$ cat src/acb_pkg.sv
/*
 Shared constants, field layouts and coding helpers for the converter control block.
 Assumes a 50 MHz system clock and a host on a byte-wide parallel bus.
*/
package acb_pkg;

   // ==========================================================
   // Clock and timing
   localparam int CLK_PERIOD_NS = 20;
   localparam int POR_TIME_NS = 10000;
   localparam int POR_CYC = (POR_TIME_NS + CLK_PERIOD_NS - 1) / CLK_PERIOD_NS;
   localparam int CONV_TIME_NS = 3600;
   localparam int CONV_TICKS = 13;
   localparam int ACQ_TICKS = 3;
   // Internal tick period rounds down so the conversion never exceeds its budget
   localparam int INT_TICK_CYC = CONV_TIME_NS / (CONV_TICKS * CLK_PERIOD_NS);
   localparam int POR_W = 9;
   localparam int TICK_W = 4;
   localparam logic [POR_W-1:0] POR_LAST = POR_W'(POR_CYC - 1);
   localparam logic [TICK_W-1:0] DIV_LAST = TICK_W'(INT_TICK_CYC - 1);
   localparam logic [TICK_W-1:0] ACQ_LAST = TICK_W'(ACQ_TICKS - 1);
   localparam logic [TICK_W-1:0] CONV_LAST = TICK_W'(CONV_TICKS - 1);

   // ==========================================================
   // Control byte layout
   localparam int PM_HI_POS = 7;
   localparam int PM_LO_POS = 6;
   localparam int SAMPLE_PHASE_POS = 5;
   localparam int INPUT_CFG_POS = 4;
   localparam int POLARITY_POS = 3;
   localparam int ADDR_MSB = 2;
   localparam int ADDR_LSB = 0;
   localparam int RES_W = 10;
   localparam int MSB_POS = RES_W - 1;

   // Power mode field codes
   localparam logic [1:0] PM_SHUTDOWN = 2'h0;
   localparam logic [1:0] PM_STANDBY = 2'h1;
   localparam logic [1:0] PM_NORM_INT = 2'h2;
   localparam logic [1:0] PM_NORM_EXT = 2'h3;

   // Reset values
   localparam logic [7:0] CTRL_RST = 8'h00;
   localparam logic CLK_MODE_RST = 1'b1;
   localparam logic [RES_W-1:0] RESULT_RST = 10'h000;

   typedef struct packed {
      logic [1:0] power_mode;
      logic sample_phase_select;
      logic input_config_select;
      logic polarity_select;
      logic [2:0] channel_addr;
   } acb_ctrl_s;

   typedef struct packed {
      logic [7:0] pos_sel;
      logic [7:0] neg_sel;
      logic com_neg;
   } acb_mux_s;

   typedef enum {ST_IDLE, ST_ACQ, ST_CONV} acb_conv_e;
   typedef enum {PW_NORMAL, PW_STANDBY, PW_SHUTDOWN} acb_power_e;

   // Straight binary when unipolar, two's complement when bipolar
   function automatic logic [RES_W-1:0] acb_code(input logic [RES_W-1:0] raw,
                                                input logic unipolar);
      acb_code = unipolar ? raw : {~raw[MSB_POS], raw[MSB_POS-1:0]};
   endfunction : acb_code

   function automatic logic [7:0] acb_read_byte(input logic [RES_W-1:0] res,
                                                input logic upper,
                                                input logic unipolar);
      logic fill;
      fill = unipolar ? 1'b0 : res[MSB_POS];
      acb_read_byte = upper ? {{6{fill}}, res[MSB_POS:8]} : res[7:0];
   endfunction : acb_read_byte

endpackage : acb_pkg

$ cat src/acb_chan_dec.sv
/*
 Analog multiplexer select decoder for the converter control block.
 Purely combinational; the caller registers its outputs.
*/
`timescale 1ns/1ps
`default_nettype none

module acb_chan_dec #(
   parameter bit EIGHT_CHANNELS = 1'b1
) (
   input wire acb_pkg::acb_ctrl_s ctrl,
   output acb_pkg::acb_mux_s mux
);
   import acb_pkg::*;

   logic [2:0] addr;

   // ==========================================================
   // Decode
   always_comb begin
      // Upper inputs are absent on the four-input part
      addr = ctrl.channel_addr;
      if (!EIGHT_CHANNELS) begin
         addr[ADDR_MSB] = 1'b0;
      end
      mux.pos_sel = 8'h00;
      mux.neg_sel = 8'h00;
      mux.com_neg = 1'b0;
      if (ctrl.input_config_select) begin
         mux.pos_sel[addr] = 1'b1;
         mux.com_neg = 1'b1;
      end else begin
         mux.pos_sel[{addr[2:1], addr[0]}] = 1'b1;
         mux.neg_sel[{addr[2:1], ~addr[0]}] = 1'b1;
      end
   end

endmodule : acb_chan_dec

`default_nettype wire

$ cat src/acb_top.sv
/*
 Control byte, conversion sequencing, power modes and result readback
 of a 10-bit successive-approximation converter with a byte-wide bus.
 Assumes bus pins synchronous to sys_clk and an analog core that
 delivers its raw straight-binary code on conv_code_in.
*/
// Function
// - Control byte fields in bits seven to zero
// - Single-ended: address picks input, common negative
// - Differential: pair by upper bits, bit0 polarity
// - Inputs four to seven only on eight-channel
// - Reset into external clock, done high
// - Upper byte select picks result byte
// - Power-down keeps bus alive, stops conversions
// - Standby wakes on write strobe rising edge
// - Shutdown after current conversion completes
// - Write strobe rising edge leaves shutdown
// - Unipolar result straight binary, 1024 steps
// - Power bits decode modes and clock
// - Power-down keeps last normal clock mode
// - Bipolar result in two's complement
`timescale 1ns/1ps
`default_nettype none

module acb_top #(
   parameter bit EIGHT_CHANNELS = 1'b1
) (
   input wire logic sys_clk,
   input wire logic rst,
   input wire logic cs_n,
   input wire logic wr_n,
   input wire logic rd_n,
   input wire logic upper_byte_select,
   input wire logic conv_clk,
   input wire logic [7:0] data_in,
   output logic [7:0] data_out,
   output logic data_oe_n,
   input wire logic [acb_pkg::RES_W-1:0] conv_code_in,
   output logic conv_done_n,
   output logic track_hold,
   output logic sar_run,
   output logic core_power_on,
   output logic ref_power_on,
   output logic por_busy,
   output logic ext_clock_mode,
   output acb_pkg::acb_mux_s mux_sel
);
   import acb_pkg::*;

   // ==========================================================
   // Pin history and strobe edges
   logic wr_n_q;
   logic rd_n_q;
   logic conv_clk_q;
   logic wr_rise;
   logic rd_fall;
   logic ext_tick;
   logic int_tick;
   logic tick;

   always_ff @(posedge sys_clk or posedge rst) begin
      if (rst) begin
         wr_n_q <= 1'b1;
         rd_n_q <= 1'b1;
         conv_clk_q <= 1'b0;
      end else begin
         wr_n_q <= wr_n;
         rd_n_q <= rd_n;
         conv_clk_q <= conv_clk;
      end
   end

   // Chip select must be low at the strobe edge for it to count
   assign wr_rise = wr_n && !wr_n_q && !cs_n;
   assign rd_fall = !rd_n && rd_n_q && !cs_n;
   // The external clock is gated off while the chip is deselected
   assign ext_tick = conv_clk && !conv_clk_q && !cs_n;

   // ==========================================================
   // Control state
   logic [7:0] cap_q;
   logic [7:0] cap_d;
   acb_ctrl_s ctrl_q;
   acb_ctrl_s ctrl_d;
   logic clk_mode_q;
   logic clk_mode_d;
   acb_conv_e state_q;
   acb_conv_e state_d;
   acb_power_e power_q;
   acb_power_e power_d;
   logic [1:0] pend_pm_q;
   logic [1:0] pend_pm_d;
   logic [TICK_W-1:0] div_q;
   logic [TICK_W-1:0] div_d;
   logic [TICK_W-1:0] cnt_q;
   logic [TICK_W-1:0] cnt_d;
   logic [POR_W-1:0] por_q;
   logic [POR_W-1:0] por_d;
   logic por_done;
   logic [RES_W-1:0] result_q;
   logic [RES_W-1:0] result_d;
   logic res_uni_q;
   logic res_uni_d;
   logic done_n_q;
   logic done_n_d;
   acb_ctrl_s wr_byte;

   assign por_done = (por_q == POR_LAST);
   assign int_tick = (div_q == DIV_LAST);
   assign tick = clk_mode_q ? ext_tick : int_tick;
   assign wr_byte = acb_ctrl_s'(cap_q);

   always_comb begin
      cap_d = cap_q;
      ctrl_d = ctrl_q;
      clk_mode_d = clk_mode_q;
      state_d = state_q;
      power_d = power_q;
      pend_pm_d = pend_pm_q;
      div_d = div_q;
      cnt_d = cnt_q;
      por_d = por_q;
      result_d = result_q;
      res_uni_d = res_uni_q;
      done_n_d = done_n_q;

      // Writes before the internal reset period ends are dropped
      if (!por_done) begin
         por_d = por_q + POR_W'(1);
      end

      // Byte follows the pins while the strobe is low, last value wins
      if (!cs_n && !wr_n) begin
         cap_d = data_in;
      end

      // Internal conversion clock divider runs only while busy
      if (state_q == ST_IDLE || int_tick) begin
         div_d = '0;
      end else begin
         div_d = div_q + TICK_W'(1);
      end

      // A read of the result clears the done flag
      if (rd_fall) begin
         done_n_d = 1'b1;
      end

      unique case (state_q)
         ST_IDLE: begin
         end
         ST_ACQ: begin
            if (!ctrl_q.sample_phase_select && tick) begin
               cnt_d = cnt_q + TICK_W'(1);
               if (cnt_q == ACQ_LAST) begin
                  state_d = ST_CONV;
                  cnt_d = '0;
               end
            end
         end
         ST_CONV: begin
            if (tick) begin
               cnt_d = cnt_q + TICK_W'(1);
               if (cnt_q == CONV_LAST) begin
                  state_d = ST_IDLE;
                  cnt_d = '0;
                  result_d = acb_code(conv_code_in, ctrl_q.polarity_select);
                  res_uni_d = ctrl_q.polarity_select;
                  // Power-down waits for the conversion to finish
                  if (pend_pm_q == PM_SHUTDOWN) begin
                     power_d = PW_SHUTDOWN;
                  end else if (pend_pm_q == PM_STANDBY) begin
                     power_d = PW_STANDBY;
                  end
               end
            end
         end
      endcase

      // A write mid-conversion is refused so the running result stays intact
      if (wr_rise && por_done && state_q != ST_CONV) begin
         ctrl_d = wr_byte;
         pend_pm_d = wr_byte.power_mode;
         power_d = PW_NORMAL;
         done_n_d = 1'b1;
         cnt_d = '0;
         if (wr_byte.power_mode[PM_HI_POS-PM_LO_POS]) begin
            clk_mode_d = wr_byte.power_mode[0];
         end else begin
            clk_mode_d = clk_mode_q;
         end
         // In external acquisition the second write ends tracking
         if (state_q == ST_ACQ && ctrl_q.sample_phase_select) begin
            state_d = ST_CONV;
         end else begin
            state_d = ST_ACQ;
         end
      end

      // Conversion end beats a same-cycle read clear
      if (state_q == ST_CONV && tick && cnt_q == CONV_LAST) begin
         done_n_d = 1'b0;
      end
   end

   always_ff @(posedge sys_clk or posedge rst) begin
      if (rst) begin
         cap_q <= CTRL_RST;
         ctrl_q <= acb_ctrl_s'(CTRL_RST);
         clk_mode_q <= CLK_MODE_RST;
         state_q <= ST_IDLE;
         power_q <= PW_NORMAL;
         pend_pm_q <= PM_NORM_EXT;
         div_q <= '0;
         cnt_q <= '0;
         por_q <= '0;
         result_q <= RESULT_RST;
         res_uni_q <= 1'b0;
         done_n_q <= 1'b1;
      end else begin
         cap_q <= cap_d;
         ctrl_q <= ctrl_d;
         clk_mode_q <= clk_mode_d;
         state_q <= state_d;
         power_q <= power_d;
         pend_pm_q <= pend_pm_d;
         div_q <= div_d;
         cnt_q <= cnt_d;
         por_q <= por_d;
         result_q <= result_d;
         res_uni_q <= res_uni_d;
         done_n_q <= done_n_d;
      end
   end

   // ==========================================================
   // Analog-side controls, registered from next state
   acb_mux_s mux_d;
   logic track_q;
   logic sar_q;
   logic core_on_q;
   logic ref_on_q;
   logic por_busy_q;
   acb_mux_s mux_q;

   acb_chan_dec #(
      .EIGHT_CHANNELS(EIGHT_CHANNELS)
   ) u_chan_dec (
      .ctrl(ctrl_d),
      .mux(mux_d)
   );

   always_ff @(posedge sys_clk or posedge rst) begin
      if (rst) begin
         track_q <= 1'b0;
         sar_q <= 1'b0;
         core_on_q <= 1'b1;
         ref_on_q <= 1'b1;
         por_busy_q <= 1'b1;
         mux_q <= '0;
      end else begin
         track_q <= (state_d == ST_ACQ);
         sar_q <= (state_d == ST_CONV);
         core_on_q <= (power_d == PW_NORMAL);
         ref_on_q <= (power_d != PW_SHUTDOWN);
         por_busy_q <= (por_d != POR_LAST);
         mux_q <= mux_d;
      end
   end

   // ==========================================================
   // Parallel read path, active in every power mode
   logic [7:0] dout_q;
   logic [7:0] dout_d;
   logic oe_n_q;
   logic oe_n_d;

   always_comb begin
      oe_n_d = !(!cs_n && !rd_n);
      dout_d = acb_read_byte(result_q, upper_byte_select, res_uni_q);
   end

   always_ff @(posedge sys_clk or posedge rst) begin
      if (rst) begin
         dout_q <= 8'h00;
         oe_n_q <= 1'b1;
      end else begin
         dout_q <= dout_d;
         oe_n_q <= oe_n_d;
      end
   end

   // ==========================================================
   // Outputs
   assign data_out = dout_q;
   assign data_oe_n = oe_n_q;
   assign conv_done_n = done_n_q;
   assign track_hold = track_q;
   assign sar_run = sar_q;
   assign core_power_on = core_on_q;
   assign ref_power_on = ref_on_q;
   assign por_busy = por_busy_q;
   assign ext_clock_mode = clk_mode_q;
   assign mux_sel = mux_q;

endmodule : acb_top

`default_nettype wire

$ cat config.mk
export PLATFORM = sky130hd
export DESIGN_NAME = acb_top
export DESIGN_NICKNAME = d
export VERILOG_FILES = /design/src/acb_pkg.sv /design/src/acb_chan_dec.sv /design/src/acb_top.sv
export SDC_FILE = /design/constraint.sdc
export NUM_CORES = 1
export LEC_CHECK = 0
export BUFFER_PORTS_ARGS = -buffer_cell sky130_fd_sc_hd__buf_2
export CORE_UTILIZATION = 50
export CTS_CLUSTER_DIAMETER = 100
export DETAILED_ROUTE_END_ITERATION = 6
export PLACE_DENSITY = 0.69
export SYNTH_ARGS = -nofsm -noshare
export SYNTH_HDL_FRONTEND = slang
export SYNTH_SLANG_ARGS = --single-unit
$ cat constraint.sdc
create_clock -name sys_clk -period 6.3 [get_ports sys_clk]
set_input_delay 1.26 -clock sys_clk [delete_from_list [all_inputs] [get_ports sys_clk]]
set_output_delay 1.26 -clock sys_clk [all_outputs]
set_load 0.05 [all_outputs]
Yosys cells after proc, flatten, opt, wreduce, memory -nomap -nowiden
Cells that the tools add are included.

Register bits after elaboration: 144. Bits of input ports: 25. Output and inout port bits: 33. Logic and storage cells: 120.

Add/subtract/negate cells: 3. $lt $le $gt $ge: 4. Equal/unequal tests: 16. Multiplexer cells: 35. Bitwise gates (word level): 2. Reduce and logical (&&, ||, !) cells: 32.

Operator list (count): $mux 32 (11); $eq 32x2->1 const B (3); $eq 32x3->1 const B (2); $logic_not 32->1 (2); $ne 32x3->1 const B (2); $pmux 32 s2 (1); $eq 32x1->1 const B (1); $mux 4 (6); $logic_and 1x1->1 (16); $mux 8 (2); $mux 10 (1); $add 9x1->9 const B (1); $eq 9x9->1 const B (1); $mux 9 (1); $ne 9x9->1 const B (1); $add 4x1->4 const B (2); $eq 4x4->1 const B (2); $lt 3x4->1 const B (2); $mux 1 (8); $pmux 4 s2 (1); $logic_not 1->1 (7); $demux 1 s3 (2); $ge 3x1->1 const B (2); $ne 3x3->1 const B (2); other kinds (10) (13).

Longest topological paths before layout
Gate-level depths: netlist of the first run.

Word-level depth: 12. Depth in mapped cells: 9. Mapped depth without buffers: 8.

By module
A second synthesis of the first run with hierarchy kept.

Cells, all modules: 447. Area, all modules: 5704.2 µm².

By module, submodules not included: acb_top (times used 1, cells each 427, area each 5490.3 µm², sequential area each 3666.0 µm²); acb_chan_dec (times used 1, cells each 20, area each 214.0 µm², sequential area each 0.0 µm²).

Least setup slack after synthesis of the first run
No wires, ideal clock.

Kind: input-to-reg. Start: input port cs_n. End: register power_q[10]. Arrival time: 2.755 ns. Required time: 6.181 ns. Path slack: 3.426 ns. Stages on the path: 7. Path through: or3b_1 -> or4_1 -> buf_2 -> nor2_4 -> nor2_1 -> clkbuf_1 -> and2_1.

Longest elaborated chain between the ends: 6. Elaborated cells between the ends (all ways): 9. Classes of those cells: 4 x mux; 5 x reduce/logical.

RTL lines: start: declaration (RTL line acb_top.sv:30) `input wire logic cs_n,`; $logic_not 1->1 * (RTL line acb_top.sv:74, acb_top.sv:77); $logic_and 1x1->1 (RTL line acb_top.sv:77) `assign ext_tick = conv_clk && !conv_clk_q && !cs_n;`; $mux 1 (RTL line acb_top.sv:110) `assign tick = clk_mode_q ? ext_tick : int_tick;`; $mux 32 (RTL line acb_top.sv:162) `if (tick) begin`; $mux 32 (RTL line acb_top.sv:149) `unique case (state_q)`; $mux 32 * (RTL line acb_top.sv:181) `if (wr_rise && por_done && state_q != ST_CONV) begin`; via power_d[10] (RTL line acb_top.sv:90) `acb_power_e power_d;`; end signal: assignment (RTL line acb_top.sv:225) `power_q <= power_d;`; end: declaration (RTL line acb_top.sv:89) `acb_power_e power_q;`.

Mark *: on every way through the listed nets, which the timed path passes. The rest lies on a longest branch. A chain may end at the register's enable or synchronous reset.

Worst setup path after layout of the first run
Start: input port cs_n. End: register power_q[12].

The elaborated chain is that of the path after synthesis.

==> impl_metrics.env, run 1 <==
export IMPL_syn_area_um2=5600
export IMPL_post_synth_cell_area_avg_um2=12.7
export IMPL_drt_wirelength_per_cell_um=15.0
export IMPL_postCtsResizedCells=0
export IMPL_skew_ns=0.00901
export IMPL_drive_gt1_frac=0.273
export IMPL_drv_cap=0
export IMPL_critical_path_class="input port to flip-flop"
export IMPL_drtIter0Drc=210
export IMPL_leakagePower_uw=0.00332
export IMPL_core_region_area_um2=10900
export IMPL_cts_buffer_depth=2
export IMPL_first_global_vias=3551
export IMPL_final_common_cell="dfrtp_1"
export IMPL_rsz0062_at_grt="no"
export IMPL_synth_simple_area_share=0.199
export IMPL_finalPower_uw=1990
export IMPL_gp_congestion=0.843
export IMPL_grt_ovfl_total=0
export IMPL_cts_tree="done"
export IMPL_antenna_found_initial=1
export IMPL_hold_path_class="flip-flop to flip-flop"
export IMPL_grt_use_total=0.192
export IMPL_chipWidth_um=108
export IMPL_yosysSeqAreaShare=0.641
export IMPL_netlist_instances=440
export IMPL_htreeDepth=4
export IMPL_drt_total_wl_um=9840
export IMPL_synth_top_family_by_area="simple AND/OR/NAND/NOR gates"
export IMPL_period_share=0.512
export IMPL_num_vias=3408
export IMPL_synthAdderAreaFrac=0.0134
export IMPL_layout_cells_non_filler=658
export IMPL_drtAntennaViolNets=0
export IMPL_design_portCount=58
export IMPL_tightest_slew_ns=0.894
export IMPL_finalCriticalPeriod_ns=3.22
export IMPL_synth_xor_area_frac=0.0156
export IMPL_report_final_slew_viol_count=0
export IMPL_cts_setup_buffers=0
export IMPL_final_cell_mix="dfrtp_1 (133), and2_1 (60), buf_2 (57)"
export IMPL_die_h_um=108
export IMPL_hold_ws_ns=0.479
export IMPL_post_route_util=0.607
export IMPL_clk_pin_slew_worst_paths_ns=0.06
export IMPL_start_util=0.515
export IMPL_critPathLaunchType="input port"
export IMPL_ys_flop_type="dfrtp_1"
export IMPL_setup_tns_ns=0
export IMPL_max_freq_mhz=310
export IMPL_slew_headroom=0.401
export IMPL_cts_buffers_inserted=17
export IMPL_grt_pass1_wl_um=16800
export IMPL_cp_required_ns=6.70
export IMPL_nFillCells=834
export IMPL_die_area_um2=11600
export IMPL_ctsHoldBuffers=0
export IMPL_ir_worst_vdd_mv=0.237
export IMPL_synth_compound_area_frac=0.0435
export IMPL_synth_edff_count=0
export IMPL_viasPerCell=5.18
export IMPL_synthMuxAreaShare=0.0634
export IMPL_finalHoldViolCount=0
export IMPL_dr_pass1_iters=4
export IMPL_ys_warn_count=0
export IMPL_status="finished, final reports clean"
export IMPL_syn2layout_area_growth_pct=17.9
export IMPL_netlist_cell_type_count=52
export IMPL_clock_sinks=143
export IMPL_layout_nets=535
export IMPL_cp_end_kind="flip-flop"
export IMPL_clkLatencyLatePin_ns=0.52
export IMPL_synth_async_sr_flop_share=1.00
export IMPL_ys_ff_latch=143
export IMPL_crit_fanout=30
export IMPL_cts_root_buf="clkbuf_8"
export IMPL_num_rows=38
export IMPL_io_buffers=57
export IMPL_grt_max_degree=74
export IMPL_place_detailed_hpwl_um=6600
export IMPL_drcViolationCount=0
export IMPL_critPathArrivalTime_ns=3.63
export IMPL_dp_cells=625
export IMPL_syn_nets=471
export IMPL_power_density_nw_per_um2=302
export IMPL_finalSetupViolCount=0
-- cell type report --
type,count,area [um2],share of cell area
clock buffers,21,449,0.0680
well taps,140,175,0.0265
inverters,18,72.6,0.0110
diodes,1,2.50,0.000379
flip-flops and latches,143,3590,0.544
repair buffers,58,293,0.0443
clock inverters,11,141,0.0214
multi-input cells,266,1880,0.285
-- worst paths after layout --
path / start / endpoint / slack [ns] / cells after the start
worst max-delay path: cs_n / power_q[12] / 3.08 / 7
worst min-delay path: cap_q[5] / ctrl_q[5] / 0.48 / 2
worst max register to register: state_q[26] / mux_sel[12] / 3.19 / 7
worst min register to register: cap_q[5] / ctrl_q[5] / 0.48 / 2
max in group asynchronous: rst / state_q[9] / 4.13 / 3
min in group asynchronous: rst / result_q[4] / 0.84 / 2
-- per-layer routing --
| layer | up-vias | global-route usage | wire length, um |
|---|---|---|---|
| met5 | - | 0 | 13 |
| met3 | 17 | 0.0654 | 591 |
| met2 | 87 | 0.283 | 4440 |
| met4 | 2 | 0.0871 | 158 |
| met1 | 1679 | 0.257 | 4640 |
| li1 | 1623 | - | - |
-- power breakdown --
part           internal [uW]  total (uW)  switching, uW
registers                933         944           10.5
logic                   20.9        65.7           44.8
clock network            621         982            360
-- synth_stat cells (all sizes together), types with 6 or more instances --
library cell | number | area (um2)
dfrtp | 133 | 3330
and2 | 60 | 375
nor2 | 41 | 164
mux2 | 26 | 293
nand2 | 19 | 73.8
inv | 18 | 67.6
o21ai | 17 | 85.1
nor4 | 16 | 194
dfstp | 10 | 263
nand3 | 9 | 45.0
clkbuf | 7 | 26.3
nand4 | 7 | 50.1
a21oi | 6 | 30.0
buf | 6 | 41.3
ha | 6 | 75.1
nor3 | 6 | 35.0
-- metrics by stage --
stage          cell area [um2]  worst slack [ns]
2_1_floorplan             5600              1.22
3_3_place_gp              6010              2.53
5_1_grt                   6600              2.79
6_report                  6600              3.08
3_5_place_dp              6010              2.38
4_1_cts                   6600              2.91
-- state kept, by name, summed over array words and instances, names as in the netlist --
signal          count
data_out            8
res_uni_q           1
rd_n_q              1
sar_run             1
wr_n_q              1
power_q            32
conv_done_n         1
conv_clk_q          1
mux_sel            16
ref_power_on        1
por_q               9
cnt_q               4
por_busy            1
track_hold          1
ctrl_q              6
pend_pm_q           2
core_power_on       1
result_q           10
cap_q               8
state_q            32
data_oe_n           1
div_q               4
ext_clock_mode      1
-- cells by family (layout without fill, tap and decap cells) --
| logic type | count (synthesis) | after routing |
|---|---|---|
| AO/OA/AOI/OAI | 38 | 38 |
| XOR/XNOR | 10 | 10 |
| adder cells (fa/ha/maj) | 6 | 6 |
| buffers and inverters | 31 | 108 |
| flip-flops | 143 | 143 |
| multiplexers | 31 | 31 |
| other | 0 | 1 |
| AND/OR/NAND/NOR | 181 | 181 |
-- critical path, stage by stage --
cell and delay [ns]:
buf_2 0.12, nor4bb_1 0.49, o21ba_2 0.22, nand4_1 0.60, nor2_1 0.45, nor2_2 0.24
and2_1 0.24
Note: power is estimated with default switching activity, not from simulation.
==> inputs of run 2 (changes only) <==
ABC_AREA = 1   (was default)
clock period = 3.2 ns   (was 6.3 ns; I/O delays follow)
==> impl_metrics.env, run 2 <==
export IMPL_grt_ovfl_total=0
export IMPL_setup_tns_ns=0
export IMPL_reg2reg_setup_slack_ns=0.79
export IMPL_cpPeakStageDelay_ns=0.44
export IMPL_r2r_end="mux_sel[8]"
export IMPL_syn2layout_area_growth_pct=15.1
export IMPL_synth_top_family_by_area="simple AND/OR/NAND/NOR gates"
export IMPL_crit_cells=10
export IMPL_synth_edff_count=0
export IMPL_clk_pin_slew_worst_paths_ns=0.06
export IMPL_final_cell_mix="nand2_1 (152), dfrtp_1 (133), inv_1 (121)"
export IMPL_final_common_cell="nand2_1"
export IMPL_synth_xor_area_frac=0.0163
export IMPL_nFillCells=1108
export IMPL_synthMuxAreaShare=0.00871
export IMPL_gp_congestion=0.816
export IMPL_drcViolationCount=0
export IMPL_grt_max_degree=144
export IMPL_finalSetupViolCount=0
export IMPL_antenna_cells=0
export IMPL_hold_path_class="input port to flip-flop"
export IMPL_ir_worst_vdd_mv=0.304
export IMPL_report_final_slew_viol_count=0
export IMPL_drtAntennaViolNets=0
export IMPL_clkLatencyLatePin_ns=0.42
export IMPL_tightest_slew_ns=0.784
export IMPL_design_portCount=58
export IMPL_io_buffers=57
export IMPL_ys_top_cells_by_area="dfrtp_1 (51%), nand2_1 (8.8%), inv_1 (7.1%), nor2_1 (5.7%), o21ai_0 (4.6%)"
export IMPL_grt_pass1_wl_um=21300
export IMPL_finalPower_uw=4020
export IMPL_htreeDepth=4
export IMPL_yosysSeqAreaShare=0.555
export IMPL_drt_wirelength_per_cell_um=12.8
export IMPL_reg2reg_depth=10
export IMPL_max_freq_mhz=414
export IMPL_power_density_nw_per_um2=540
export IMPL_ys_warn_count=0
export IMPL_cp_required_ns=3.53
export IMPL_r2r_start="state_q[3]"
export IMPL_first_global_vias=4688
export IMPL_rsz0062_at_grt="no"
export IMPL_startpoint="state_q[3]"
export IMPL_synth_async_sr_flop_share=1.00
export IMPL_crit_fanout=20
export IMPL_critPathArrivalTime_ns=2.75
export IMPL_ctsHoldBuffers=0
export IMPL_netlist_instances=742
export IMPL_syn_area_um2=6460
export IMPL_synthAdderAreaFrac=0.0116
export IMPL_slew_headroom=0.478
export IMPL_ys_flop_type="dfrtp_1"
export IMPL_dpl_cell_area_um2=6870
export IMPL_drive_gt1_frac=0.171
export IMPL_cts_setup_buffers=0
export IMPL_synth_most_common_cell="nand2_1"
export IMPL_synth_top_cell_area_share=0.515
export IMPL_critical_path_class="flip-flop to flip-flop"
export IMPL_regArea_um2=3590
export IMPL_place_detailed_hpwl_um=8220
export IMPL_skew_ns=0.0107
export IMPL_critPathBufInv=1
export IMPL_num_vias=4878
export IMPL_die_area_um2=13400
export IMPL_cts_tree="done"
export IMPL_status="finished, final reports clean"
export IMPL_finalCriticalPeriod_ns=2.41
export IMPL_critPathSlowestCell="nor2_4"
export IMPL_hold_ws_ns=0.336
export IMPL_cts_root_buf="clkbuf_16"
export IMPL_cp_end_kind="flip-flop"
export IMPL_syn_nets=773
export IMPL_post_synth_cell_area_avg_um2=8.71
export IMPL_drtIter0Drc=278
export IMPL_multi_input_area_um2=2250
export IMPL_crit_path_cell_trace="nor2_1 > nand3_1 > nor2_1 > nand2_1 > nor2_4 > nor2_4 > or2_1 > o21ai_4 > inv_2 > nor3_1"
export IMPL_grt_use_total=0.207
export IMPL_setup_worst_path_end="mux_sel[8]"
export IMPL_dr_pass1_iters=5
export IMPL_layout_nets=831
export IMPL_synth_compound_area_frac=0.0795
export IMPL_critPathLaunchType="flip-flop"
export IMPL_antenna_found_initial=1
export IMPL_ys_ff_latch=143
export IMPL_leakagePower_uw=0.00394
export IMPL_viasPerCell=4.96
export IMPL_core_region_area_um2=12600
export IMPL_post_route_util=0.590
export IMPL_num_rows=41
export IMPL_final_area_um2=7440
export IMPL_clock_sinks=143
export IMPL_netlist_cell_type_count=40
export IMPL_postCtsResizedCells=0
export IMPL_synth_top_area_cell="dfrtp_1"
export IMPL_synth_simple_area_share=0.231
export IMPL_start_util=0.512
export IMPL_drt_total_wl_um=12600
export IMPL_finalHoldViolCount=0
export IMPL_cts_buffers_inserted=17
export IMPL_ys_top_cells_by_count="nand2_1 (152), dfrtp_1 (133), inv_1 (122), nor2_1 (99), o21ai_0 (59)"
export IMPL_chipWidth_um=116
export IMPL_cts_buffer_depth=2
export IMPL_critPathTopFamily="simple AND/OR/NAND/NOR gates"
export IMPL_die_h_um=116
export IMPL_drv_cap=0
export IMPL_period_share=0.754
run 2: cell types whose count changed in the layout (fill, tap and decap cells not counted), sizes merged, moves of 9 or more:
cell | before | now
and2 | 60 | 1
nor4 | 16 | 0
nand2 | 19 | 158
nor2 | 41 | 108
nand3 | 9 | 40
mux2 | 26 | 5
inv | 18 | 129
nor3 | 6 | 15
o21ai | 17 | 72
run 2: routing by layer:
metal | vias up | GRT usage | part of all wire
li1 | 2411 | - | -
met1 | 2303 | 0.254 | 0.45
met2 | 135 | 0.341 | 0.47
met3 | 27 | 0.0607 | 0.061
met4 | 2 | 0.0863 | 0.016
met5 | - | 0 | 0.0010
run 2: layout make-up:
class,instances,share of cell area
clock buffer,22,0.0610
clock inverter,8,0.0155
inverter,130,0.0661
multi-input combinational,447,0.302
sequential,143,0.483
tap,172,0.0289
timing repair buffer,61,0.0441
run 2: kinds of logic (layout without fill, tap and decap cells):
logic type               count (synthesis)  count (layout)
buffers and inverters                  152             221
AO/OA/AOI/OAI                           90              90
multiplexers                             5               5
adder cells (fa/ha/maj)                  6               6
flip-flops                             143             143
AND/OR/NAND/NOR                        334             334
XOR/XNOR                                12              12
run 2: metrics by stage:
stage | cells | setup WS (ns)
after CTS | 983 | 0.781
after detailed placement | 953 | 0.808
after global routing | 983 | 0.536
final | 983 | 0.787
after floorplan | 742 | 0.777
after global placement | 953 | 0.867
run 2: worst min path at each step:
stage / startpoint / endpoint / cells after the start
final: rd_n / rd_n_q / 1
after global routing: conv_clk / conv_clk_q / 1
after CTS: rd_n / rd_n_q / 1
after detailed placement: result_q[8] / result_q[8] / 2
after global placement: result_q[8] / result_q[8] / 2
after floorplan: result_q[8] / result_q[8] / 2
run 2: where the power goes:
group	internal, uW	switching [uW]
registers	1870	31.4
logic	53.7	146
clock network	1230	693
total	3150	870
